**src/logic/fbr_cfg.svh**
```systemverilog
`ifndef FBR_CFG_SVH
`define FBR_CFG_SVH
`define FBR_CFG_RESET 16'hB7CF
`define FBR_B_MODE 15
`define FBR_B_LAT_HI 13
`define FBR_B_LAT_LO 11
`define FBR_B_WPOL 10
`define FBR_B_HOLD 9
`define FBR_B_WEARLY 8
`define FBR_B_EDGE 6
`define FBR_B_NOWRAP 3
`define FBR_B_LEN_HI 2
`define FBR_B_LEN_LO 0
`define FBR_LEN_4 3'h1
`define FBR_LEN_8 3'h2
`define FBR_LEN_16 3'h3
`define FBR_CMD_CFG_SETUP 8'h60
`define FBR_CMD_CFG_CONFIRM 8'h03
`define FBR_CMD_ID_ENTRY 8'h90
`define FBR_CMD_READ_ARRAY 8'hFF
`define FBR_CFG_READ_OFS 8'h05
`endif

```
**src/logic/fbr_pkg.sv**
```systemverilog
package fbr_pkg;
    typedef enum logic [2:0] {
        FBR_IDLE = 3'b001,
        FBR_LAT = 3'b010,
        FBR_DATA = 3'b100
    } fbr_state_t;
endpackage

```
**src/logic/fbr_seq_if.sv**
```systemverilog
`timescale 1ns/1ps
interface fbr_seq_if;
    logic load;
    logic step;
    logic [22:0] start_addr;
    logic no_wrap;
    logic [2:0] len_code;
    logic [22:0] addr;
    modport ctrl (output load, step, start_addr, no_wrap, len_code,
        input addr);
    modport seq (input load, step, start_addr, no_wrap, len_code,
        output addr);
endinterface

```
**src/logic/fbr_burst_addr.sv**
```systemverilog
`timescale 1ns/1ps
`include "fbr_cfg.svh"
module fbr_burst_addr (
    input wire logic core_clk,
    input wire logic rst,
    input wire logic clk_en,
    fbr_seq_if.seq sq
);
    // ==========================================
    // group mask from the length code
    function automatic logic [22:0] fbr_len_mask(input logic [2:0] code);
        unique case (code)
            `FBR_LEN_4: fbr_len_mask = 23'h000003;
            `FBR_LEN_8: fbr_len_mask = 23'h000007;
            `FBR_LEN_16: fbr_len_mask = 23'h00000F;
            default: fbr_len_mask = 23'h000000;
        endcase
    endfunction

    logic [22:0] addr_ff;
    logic [22:0] nxt_addr;
    logic [22:0] mask;
    logic [22:0] inc;

    // ==========================================
    // linear step, wrapped inside the aligned group when enabled
    always_comb begin
        mask = sq.no_wrap ? 23'h000000 : fbr_len_mask(sq.len_code);
        inc = addr_ff + 23'h000001;
        nxt_addr = (addr_ff & ~mask) | (inc & mask);
        if (mask == 23'h000000) begin
            nxt_addr = inc;
        end
    end

    always_ff @(posedge core_clk or posedge rst) begin
        if (rst) begin
            addr_ff <= 23'h000000;
        end else if (clk_en) begin
            if (sq.load) begin
                addr_ff <= sq.start_addr;
            end else if (sq.step) begin
                addr_ff <= nxt_addr;
            end
        end
    end

    assign sq.addr = addr_ff;
endmodule // fbr_burst_addr

```
**src/logic/fbr_flash_burst_read_config.sv**
```systemverilog
`timescale 1ns/1ps
`include "fbr_cfg.svh"
module fbr_flash_burst_read_config (
    input wire logic core_clk,
    input wire logic rst,
    input wire logic clk_en,
    input wire logic flash_clk_pin,
    input wire logic [22:0] addr_pin,
    input wire logic [15:0] dq_in,
    input wire logic ce_n_pin,
    input wire logic oe_n_pin,
    input wire logic we_n_pin,
    input wire logic address_latch_strobe_n,
    input wire logic [15:0] array_data,
    output logic [15:0] dq_out,
    output logic dq_oe_n,
    output logic wait_out,
    output logic [22:0] array_addr,
    output logic [15:0] cfg_word
);
    // ==========================================
    // pin synchronisers: 44 bits, two flops each
    localparam int PW = 44;
    logic [PW-1:0] pin_s1_ff;
    logic [PW-1:0] pin_s2_ff;
    logic clk_prev_ff;
    logic we_prev_ff;

    // pins only ever reach logic through the second stage
    always_ff @(posedge core_clk or posedge rst) begin
        if (rst) begin
            pin_s1_ff <= {PW{1'b0}};
            pin_s2_ff <= {PW{1'b0}};
        end else if (clk_en) begin
            pin_s1_ff <= {flash_clk_pin, address_latch_strobe_n, we_n_pin,
                oe_n_pin, ce_n_pin, dq_in, addr_pin};
            pin_s2_ff <= pin_s1_ff;
        end
    end

    // ==========================================
    // edge history; write enable history resets high but the synced pin resets low, so only a high chip enable stops a write after reset
    always_ff @(posedge core_clk or posedge rst) begin
        if (rst) begin
            clk_prev_ff <= 1'b0;
            we_prev_ff <= 1'b1;
        end else if (clk_en) begin
            clk_prev_ff <= pin_s2_ff[43];
            we_prev_ff <= pin_s2_ff[41];
        end
    end

    logic [22:0] s_addr;
    logic [15:0] s_dq;
    logic s_ce_n;
    logic s_oe_n;
    logic s_we_n;
    logic s_latch_n;
    logic s_clk;
    assign s_addr = pin_s2_ff[22:0];
    assign s_dq = pin_s2_ff[38:23];
    assign s_ce_n = pin_s2_ff[39];
    assign s_oe_n = pin_s2_ff[40];
    assign s_we_n = pin_s2_ff[41];
    assign s_latch_n = pin_s2_ff[42];
    assign s_clk = pin_s2_ff[43];

    // ==========================================
    // configuration word and command decode
    logic [15:0] cfg_ff;
    logic cfg_pend_ff;
    logic id_mode_ff;
    logic we_done;
    logic [7:0] cmd;
    // edge finder shared by the write strobe and the link clock
    function automatic logic fbr_edge(input logic now, input logic prev,
        input logic rising);
        fbr_edge = rising ? (now && !prev) : (!now && prev);
    endfunction

    // a write is taken when write enable rises, so data has settled
    assign we_done = fbr_edge(s_we_n, we_prev_ff, 1'b1) && !s_ce_n;
    assign cmd = s_dq[7:0];

    always_ff @(posedge core_clk or posedge rst) begin
        if (rst) begin
            cfg_ff <= `FBR_CFG_RESET;
            cfg_pend_ff <= 1'b0;
        end else if (clk_en && we_done) begin
            cfg_pend_ff <= (cmd == `FBR_CMD_CFG_SETUP);
            if (cfg_pend_ff && cmd == `FBR_CMD_CFG_CONFIRM) begin
                // reserved bits are stored but never steer anything
                cfg_ff <= s_addr[15:0];
            end
        end
    end

    always_ff @(posedge core_clk or posedge rst) begin
        if (rst) begin
            id_mode_ff <= 1'b0;
        end else if (clk_en && we_done) begin
            if (cmd == `FBR_CMD_ID_ENTRY) begin
                id_mode_ff <= 1'b1;
            end else if (cmd == `FBR_CMD_READ_ARRAY) begin
                id_mode_ff <= 1'b0;
            end
        end
    end

    logic sync_mode;
    logic [2:0] lat_code;
    logic long_hold;
    logic wait_early;
    logic wait_high;
    logic act_edge;
    assign sync_mode = !cfg_ff[`FBR_B_MODE];
    assign lat_code = cfg_ff[`FBR_B_LAT_HI:`FBR_B_LAT_LO];
    assign long_hold = cfg_ff[`FBR_B_HOLD];
    assign wait_early = cfg_ff[`FBR_B_WEARLY];
    assign wait_high = cfg_ff[`FBR_B_WPOL];
    // bits 14 and 7 have a single setting each, so nothing decodes them
    // the link clock is sampled, so it must stay well below core_clk / 4
    assign act_edge = fbr_edge(s_clk, clk_prev_ff,
        cfg_ff[`FBR_B_EDGE]);

    // ==========================================
    // burst sequencer
    fbr_pkg::fbr_state_t state_ff;
    logic [2:0] lat_cnt_ff;
    logic hold_ff;
    logic [15:0] dq_ff;
    logic word_edge;
    fbr_seq_if sq ();

    fbr_burst_addr u_addr (
        .core_clk(core_clk),
        .rst(rst),
        .clk_en(clk_en),
        .sq(sq)
    );

    assign word_edge = act_edge && ((state_ff == fbr_pkg::FBR_LAT
        && lat_cnt_ff == 3'h1) || (state_ff == fbr_pkg::FBR_DATA
        && !hold_ff));
    assign sq.load = act_edge && state_ff == fbr_pkg::FBR_IDLE
        && sync_mode && !s_ce_n && !s_latch_n;
    assign sq.step = word_edge;
    assign sq.start_addr = s_addr;
    assign sq.no_wrap = cfg_ff[`FBR_B_NOWRAP];
    assign sq.len_code = cfg_ff[`FBR_B_LEN_HI:`FBR_B_LEN_LO];

    always_ff @(posedge core_clk or posedge rst) begin
        if (rst) begin
            state_ff <= fbr_pkg::FBR_IDLE;
            lat_cnt_ff <= 3'h0;
            hold_ff <= 1'b0;
        end else if (clk_en) begin
            if (s_ce_n || !sync_mode) begin
                state_ff <= fbr_pkg::FBR_IDLE;
            end else if (act_edge) begin
                unique case (state_ff)
                    fbr_pkg::FBR_IDLE: begin
                        if (!s_latch_n) begin
                            state_ff <= fbr_pkg::FBR_LAT;
                            lat_cnt_ff <= lat_code;
                        end
                    end
                    fbr_pkg::FBR_LAT: begin
                        if (lat_cnt_ff == 3'h1) begin
                            state_ff <= fbr_pkg::FBR_DATA;
                            hold_ff <= long_hold;
                        end else begin
                            lat_cnt_ff <= lat_cnt_ff - 3'h1;
                        end
                    end
                    fbr_pkg::FBR_DATA: begin
                        hold_ff <= hold_ff ? 1'b0 : long_hold;
                    end
                endcase
            end
        end
    end

    // ==========================================
    // output data: burst words on the chosen edge, async reads each cycle
    always_ff @(posedge core_clk or posedge rst) begin
        if (rst) begin
            dq_ff <= 16'h0000;
        end else if (clk_en) begin
            if (sync_mode) begin
                if (word_edge) begin
                    dq_ff <= array_data;
                end
            end else if (id_mode_ff) begin
                dq_ff <= (s_addr[7:0] == `FBR_CFG_READ_OFS) ? cfg_ff
                    : 16'h0000;
            end else begin
                dq_ff <= array_data;
            end
        end
    end

    // ==========================================
    // wait: asserted while data is not valid, optionally one clock early
    // outside latency the pin shows its inactive level, never floats
    logic not_valid;
    always_comb begin
        not_valid = 1'b0;
        unique case (state_ff)
            fbr_pkg::FBR_IDLE: begin
                not_valid = 1'b0;
            end
            fbr_pkg::FBR_LAT: begin
                // early mode drops wait on the last latency clock
                not_valid = !(wait_early && lat_cnt_ff == 3'h1);
            end
            fbr_pkg::FBR_DATA: begin
                // data state has no late words, so wait stays inactive
                not_valid = 1'b0;
            end
        endcase
    end
    assign wait_out = not_valid ? wait_high : !wait_high;
    assign dq_out = dq_ff;
    assign dq_oe_n = s_ce_n || s_oe_n;
    assign array_addr = sync_mode ? sq.addr : s_addr;
    assign cfg_word = cfg_ff;
endmodule // fbr_flash_burst_read_config

```
**config.mk**
```make
export PLATFORM = sky130hd
export DESIGN_NAME = fbr_flash_burst_read_config
export DESIGN_NICKNAME = d
export VERILOG_FILES = /design/src/logic/fbr_pkg.sv /design/src/logic/fbr_seq_if.sv /design/src/logic/fbr_burst_addr.sv /design/src/logic/fbr_flash_burst_read_config.sv
export VERILOG_INCLUDE_DIRS = /design/src /design/src/logic
export SDC_FILE = /design/constraint.sdc
export NUM_CORES = 1
export LEC_CHECK = 0
export BUFFER_PORTS_ARGS = -buffer_cell sky130_fd_sc_hd__buf_2
export CAP_MARGIN = 0
export CORE_UTILIZATION = 56
export CTS_CLUSTER_DIAMETER = 60
export DETAILED_ROUTE_END_ITERATION = 6
export MAX_ROUTING_LAYER = met4
export PLACE_DENSITY = 0.78
export SLEW_MARGIN = 20
export SYNTH_ARGS = -nofsm -noshare
export SYNTH_HDL_FRONTEND = slang
export SYNTH_SLANG_ARGS = --single-unit
```
**constraint.sdc**
```tcl
create_clock -name core_clk -period 5.61 [get_ports core_clk]
set_clock_uncertainty 0.05 [all_clocks]
set_input_delay 0.2805 -clock core_clk [delete_from_list [all_inputs] [get_ports core_clk]]
set_output_delay 0.2805 -clock core_clk [all_outputs]
set_load 0.05 [all_outputs]
```
==> results.cfg, run 1 <==
[setup_path]
critPathSlowestCell = dfstp_2
arrival_ns = 3.29
cp_max_fo = 37
slowest_delay_ns = 1.02
worst_setup_path_end_kind = flop
critPathLaunchType = flop
cp_cell_sequence = nand2_1, nor3_2, a22oi_1, o21ai_0
required_ns = 5.89
critical_path_class = reg2reg

[clocking]
cts_buffers = 17
cts_root_buffer = clkbuf_16
cts_resized = 0
path_clk_slew_ns = 0.05
cts_tree = yes
cts_sinks = 138
postCtsSetupRepairBufs = 0
worstSkewPairLatency_ns = 0.42
cts-hold-fix-buffers = 1
htreeDepth = 4
ctsLongestPathBuffers = 2

[pwr]
p_leak_nw = 3.482
irDropWorstVdd_v = 0.0002783
power_density_nw_per_um2 = 363.4
fin_total_pwr_w = 0.002854
p_comb_share_pct = 16.9
p_switching_w = 0.0008100
pwr-share-seq_pct = 43.3
p_clk_share_pct = 39.8
p_sw_share_pct = 28.39
p_int_w = 0.002043

[synth]
synth_edf_count = 0
ys_seq_area_share_pct = 52.58
syn_avg_cell_area_um2 = 11.68
syn_nets = 631
synth_warnings = 0
synth.most_common_cell = dfrtp_1
synth_area_leaders = dfrtp_1 47%, mux2_2 18%, dfstp_2 5.6%
ys_ff_latch = 138
async_flop_share_pct = 100.0
dominantRegCellSynth = dfrtp_1
synth_cells = 565
syn_area_um2 = 6601
netlist_top_cells_count = 124 x dfrtp_1, 104 x mux2_2, 48 x nand2_1
synth_top_cell_area_share_pct = 47.01
yosysTopAreaCell = dfrtp_1
synthDistinctLibCells = 66

[place]
hpwlAfterDp_um = 10370
gp_congestion = 0.8604
numPortBuffers = 111

[sta]
clock.fmax_ghz = 0.3331
rsz0062_at_grt = false
fin_setup_tns_ns = 0
worst_pin_slew_ns = 0.9828
finalCritPeriodShare_pct = 53.51
relSlewSlack_pct = 34.24
maxSlewViolCount = 0
finalSetupViolations = 0
finalHoldViolations = 0
period_minus_slack_ns = 3.002

[floorplanning]
initial_utilization_pct = 57.57
ios = 120
chipHeight_um = 110.6
core_um2 = 11470
die-area_um2 = 12230
fp.dieW_um = 110.6
rows = 39

[drt]
viasPerCell = 6.107
drt_iter0_drc = 457
wl_per_cell_um = 18.26
first_pass_iters = 5
drc = 0
drt_wl_total_um = 15080
ant_nets = 0
vias = 5044

[final_layout]
fillerInstances = 863
layout-drive-gt1-share_pct = 40.41
final_util_pct = 68.47
areaGrowthSynthToFinish_pct = 18.93
diodes = 0
nets = 736

[run]
maxCapViolCount = 0

[global_route]
grt_overflow = 0
track_usage_pct = 27.61
first_global_vias = 5155
grt_pass1_wl_um = 25820
grt_max_degree = 75
antenna_found_initial = 0

[worst_hold_path]
min_path_type = in2reg

[outcome]
outcome = completed
==> routing by layer <==
metal,vias up,part of all wire [%],track usage [%]
met3,41,5.1,6.367
met5,-,0,-
li1,2312,-,-
met1,2490,45,36.50
met4,0,2.7,12.53
met2,201,47,40.79
==> cell usage in the layout (no fill, tap or decap), drive strengths merged, types with 3 or more instances in the layout <==
master,instances
a21o,5
a21oi,13
a22o,16
a22oi,16
a32o,5
and3,4
buf,115
bufinv,3
clkbuf,25
clkinv,3
dfrtp,124
dfstp,14
ha,3
inv,17
mux2,104
nand2,48
nand2b,3
nand3,8
nand4,7
nor2,20
nor3,3
nor3b,3
nor4,7
o211ai,3
o21ai,50
o22ai,3
o31a,3
o31ai,5
o41ai,4
or2,5
or4,4
==> registers in the layout, indices dropped and copies added, names as in the netlist, named ones only <==
register,cells
pin_s1_ff,36
pin_s2_ff,36
u_addr.sq.addr,20
cfg_word,16
dq_out,16
lat_cnt_ff,3
state_ff,3
cfg_pend_ff,1
clk_prev_ff,1
hold_ff,1
id_mode_ff,1
we_prev_ff,1
==> power groups by stage <==
stage | combinational, W | sequential (W) | clock, W
floorplan | 0.000381 | 0.00120 | 0
global placement | 0.000464 | 0.00124 | 0
detailed placement | 0.000479 | 0.00125 | 0
CTS | 0.000484 | 0.00123 | 0.00116
global route | 0.000520 | 0.00125 | 0.00121
finish | 0.000481 | 0.00124 | 0.00114
==> critical path, delay by kind of cell, from the launching register on <==
kind             cells  cell delay, ns
AO/OA/AOI/OAI        2            0.37
AND/OR/NAND/NOR      2            1.48
flip-flops           1            1.02
==> cell families after synthesis <==
group | count (synthesis) | synth area share [%]
multiplexers | 106 | 18.04
XOR/XNOR | 3 | 0.3981
flip-flops | 138 | 52.58
buffers and inverters | 47 | 3.051
adder cells (fa/ha/maj) | 3 | 0.5687
AO/OA/AOI/OAI | 142 | 15.16
AND/OR/NAND/NOR | 126 | 10.20
==> path summary, 6_finish.rpt <==
kind / start / end / slack [ns] / cells after the start
worst max-delay path: cfg_word[15] / dq_out[7] / 2.61 / 4
worst min-delay path: addr_pin[18] / pin_s1_ff[18] / 0.05 / 2
worst max register to register: cfg_word[15] / dq_out[7] / 2.61 / 4
worst min register to register: dq_out[9] / dq_out[9] / 0.43 / 2
max in group asynchronous: rst / dq_out[13] / 3.76 / 4
min in group asynchronous: rst / pin_s1_ff[24] / 0.42 / 3
==> per-stage QoR <==
stage               std cells  worst slack [ns]  hold slack [ns]  cell area [um2]
floorplan                 565             1.607           0.3822             6601
global placement          793             2.678           0.3362             7233
detailed placement        793             2.589           0.3393             7233
CTS                       826             2.592          0.02654             7851
global route              826             2.336          0.02715             7851
finish                    826             2.608          0.04550             7851
==> final cells by class <==
cell class,count,area (um2),share of cell area [%]
clock inverter,7,112.6,1.434
multi-input combinational,380,2929,37.31
timing repair buffer,116,595.6,7.586
clock buffer,25,495.5,6.311
tap,143,178.9,2.279
inverter,17,68.82,0.8765
sequential,138,3471,44.21
No activity file was read; power rests on OpenSTA's default activity.
==> run 2: changes to the inputs <==
Settings changed: ABC_AREA set to 1.
Clock period 5.61 ns to 2.8 ns, I/O delays scaled along.
==> run 2 against run 1 <==
  * Final cell count increased by 54%
  * Critical path depth rose by 4
  * Core utilization is 4.2 points higher
  * Sequential share of layout area decreased by 4.6 points
  * First-iteration DRC count up 56%
  * Sequential cell count unchanged
  * Setup slack worse by 2.1 ns
  * Final area rose by 12%
==> results.cfg, run 2 <==
[outcome]
outcome = completed

[global_route]
first_global_vias = 6173
grt_pass1_wl_um = 30220
grt_max_degree = 55
track_usage_pct = 31.52
antenna_found_initial = 0
grt_overflow = 0

[floorplanning]
rows = 40
initial_utilization_pct = 57.55
chipHeight_um = 113.3
core_um2 = 12060
ios = 120
fp.dieW_um = 113.3
die-area_um2 = 12840

[setup_path]
r2r_slack_ns = 0.54
crit_end = dq_out[13]
cp_cell_sequence = buf_4, nand2_2, nor3_1, buf_4, nand2_1, o21ai_0, nand2_1, nand2_1
critical_path_class = reg2reg
timing.rr.start = cfg_word[15]
path_depth = 8
worst_setup_path_end_kind = flop
cp_max_fo = 39
critPathSlowestCell = dfstp_2
crit_family = simple AND/OR/NAND/NOR gates
reg2regPathDepth = 8
reg2reg_to = dq_out[13]
critPathLaunchType = flop
slowest_delay_ns = 0.53
crit_top_cell = nand2_1
setup.worst_path.start = cfg_word[15]
path_buf_inv = 2
arrival_ns = 2.58
required_ns = 3.12

[final_layout]
layout-drive-gt1-share_pct = 17.15
layout.cells.most_common = nand2_1
fin_cells = 1270
nets = 1155
areaGrowthSynthToFinish_pct = 26.26
final_cell_mix = 426 x nand2_1, 124 x dfrtp_1, 111 x buf_2
diodes = 0

[place]
dpl.cell_count = 1186
post-place-ws_ns = 0.3608
numPortBuffers = 111
hpwlAfterDp_um = 11470
gp_congestion = 0.9375

[sta]
rsz0062_at_grt = false
fin_setup_tns_ns = 0
period_minus_slack_ns = 2.258
layout_setup_ws_ns = 0.5417
clock.fmax_ghz = 0.4428
finalSetupViolations = 0
worst_pin_slew_ns = 0.9864
timing.hold.ws_ns = 0.02474
finalHoldViolations = 0
maxSlewViolCount = 0
relSlewSlack_pct = 34.24
finalCritPeriodShare_pct = 80.65

[clocking]
worstSkewPairLatency_ns = 0.43
cts_root_buffer = clkbuf_16
path_clk_slew_ns = 0.06
cts_buffers = 17
cts_resized = 0
cts_tree = yes
postCtsSetupRepairBufs = 0
htreeDepth = 4
cts-hold-fix-buffers = 52
ctsLongestPathBuffers = 2
cts_sinks = 138

[synth]
synth_top_cell_area_share_pct = 44.70
synthDistinctLibCells = 30
yosysTopAreaCell = dfrtp_1
synth.most_common_cell = nand2_1
syn_area_um2 = 6942
ys_ff_latch = 138
ys_seq_area_share_pct = 50.00
async_flop_share_pct = 100.0
synth_edf_count = 0
synth_cells = 932
syn_nets = 998
synth_warnings = 0
netlist_top_cells_count = 426 x nand2_1, 124 x dfrtp_1, 109 x o21ai_0
dominantRegCellSynth = dfrtp_1
syn_avg_cell_area_um2 = 7.448
synth_area_leaders = dfrtp_1 45%, nand2_1 23%, o21ai_0 7.9%

[drt]
drt_iter0_drc = 715
drc = 0
ant_nets = 0
vias = 6553
drt_wl_total_um = 18170
first_pass_iters = 5
wl_per_cell_um = 14.30
viasPerCell = 5.160

[worst_hold_path]
min_path_type = in2reg

[pwr]
power_density_nw_per_um2 = 677.4
p_leak_nw = 4.469
irDropWorstVdd_v = 0.0005225

[run]
maxCapViolCount = 0
==> run 2: cell count changes in the layout (fill, tap and decap cells not counted), sizes merged, moves of 45 or more <==
cell         change
nand2          +388
mux2           -104
inv             +70
o21ai           +69
dlygate4sd3     +51
nand3           +45
==> run 2: where the power goes <==
group          internal [W]  switching (W)  leakage (nW)
sequential          0.00223       0.000171          1.71
combinational      0.000361       0.000855          2.47
clock               0.00141       0.000911         0.287
==> run 2: final cells by class <==
class	instances	area (um2)
clock buffer	20	436.7
multi-input combinational	671	2962
clock inverter	12	165.2
sequential	138	3471
timing repair buffer	175	1191
fill	939	3297
inverter	86	329.1
tap	168	210.2
==> run 2: worst min-delay path by stage <==
stage,start,end,slack [ns],cells after the start
after floorplan,addr_pin[0],pin_s1_ff[0],0.21,2
after global placement,rst,pin_s1_ff[21],0.25,2
after detailed placement,rst,pin_s1_ff[21],0.25,2
after CTS,array_data[1],dq_out[1],0.03,5
after global routing,array_data[1],dq_out[1],0.03,5
final,array_data[1],dq_out[1],0.02,5
==> run 2: cell families (layout without fill, tap and decap cells) <==
family	after synthesis	after routing	synth area share (%)
and+or+nand+nor	537	537	31.94
buffers and inverters	123	293	7.372
adders and majority gates	3	3	0.5408
xor gates and xnor gates	7	7	0.8832
AOI/OAI and AO/OA	124	124	9.265
DFF	138	138	50.00
==> run 2: per-layer routing <==
| metal | vias to the layer above | part of all wire, % | track usage, % |
|---|---|---|---|
| met2 | 210 | 48 | 49.08 |
| met1 | 3066 | 44 | 40.84 |
| met4 | 0 | 2.5 | 12.11 |
| met5 | - | 0 | - |
| li1 | 3235 | - | - |
| met3 | 42 | 5.2 | 6.374 |
==> run 2: per-stage QoR <==
stage               util (%)  power (W)  instance area [um2]
floorplan                  -   0.003257                 6945
global placement       63.34   0.003541                 7640
detailed placement     63.34   0.003568                 7640
CTS                    72.65   0.005941                 8762
global route           72.67   0.006198                 8765
finish                 72.67   0.005937                 8765
==> run 2: worst min-delay path: cells and delay by family <==
kind,cells,cell delay [ns]
and+or+nand+nor,4,0.25
buffers and inverters,1,0.07
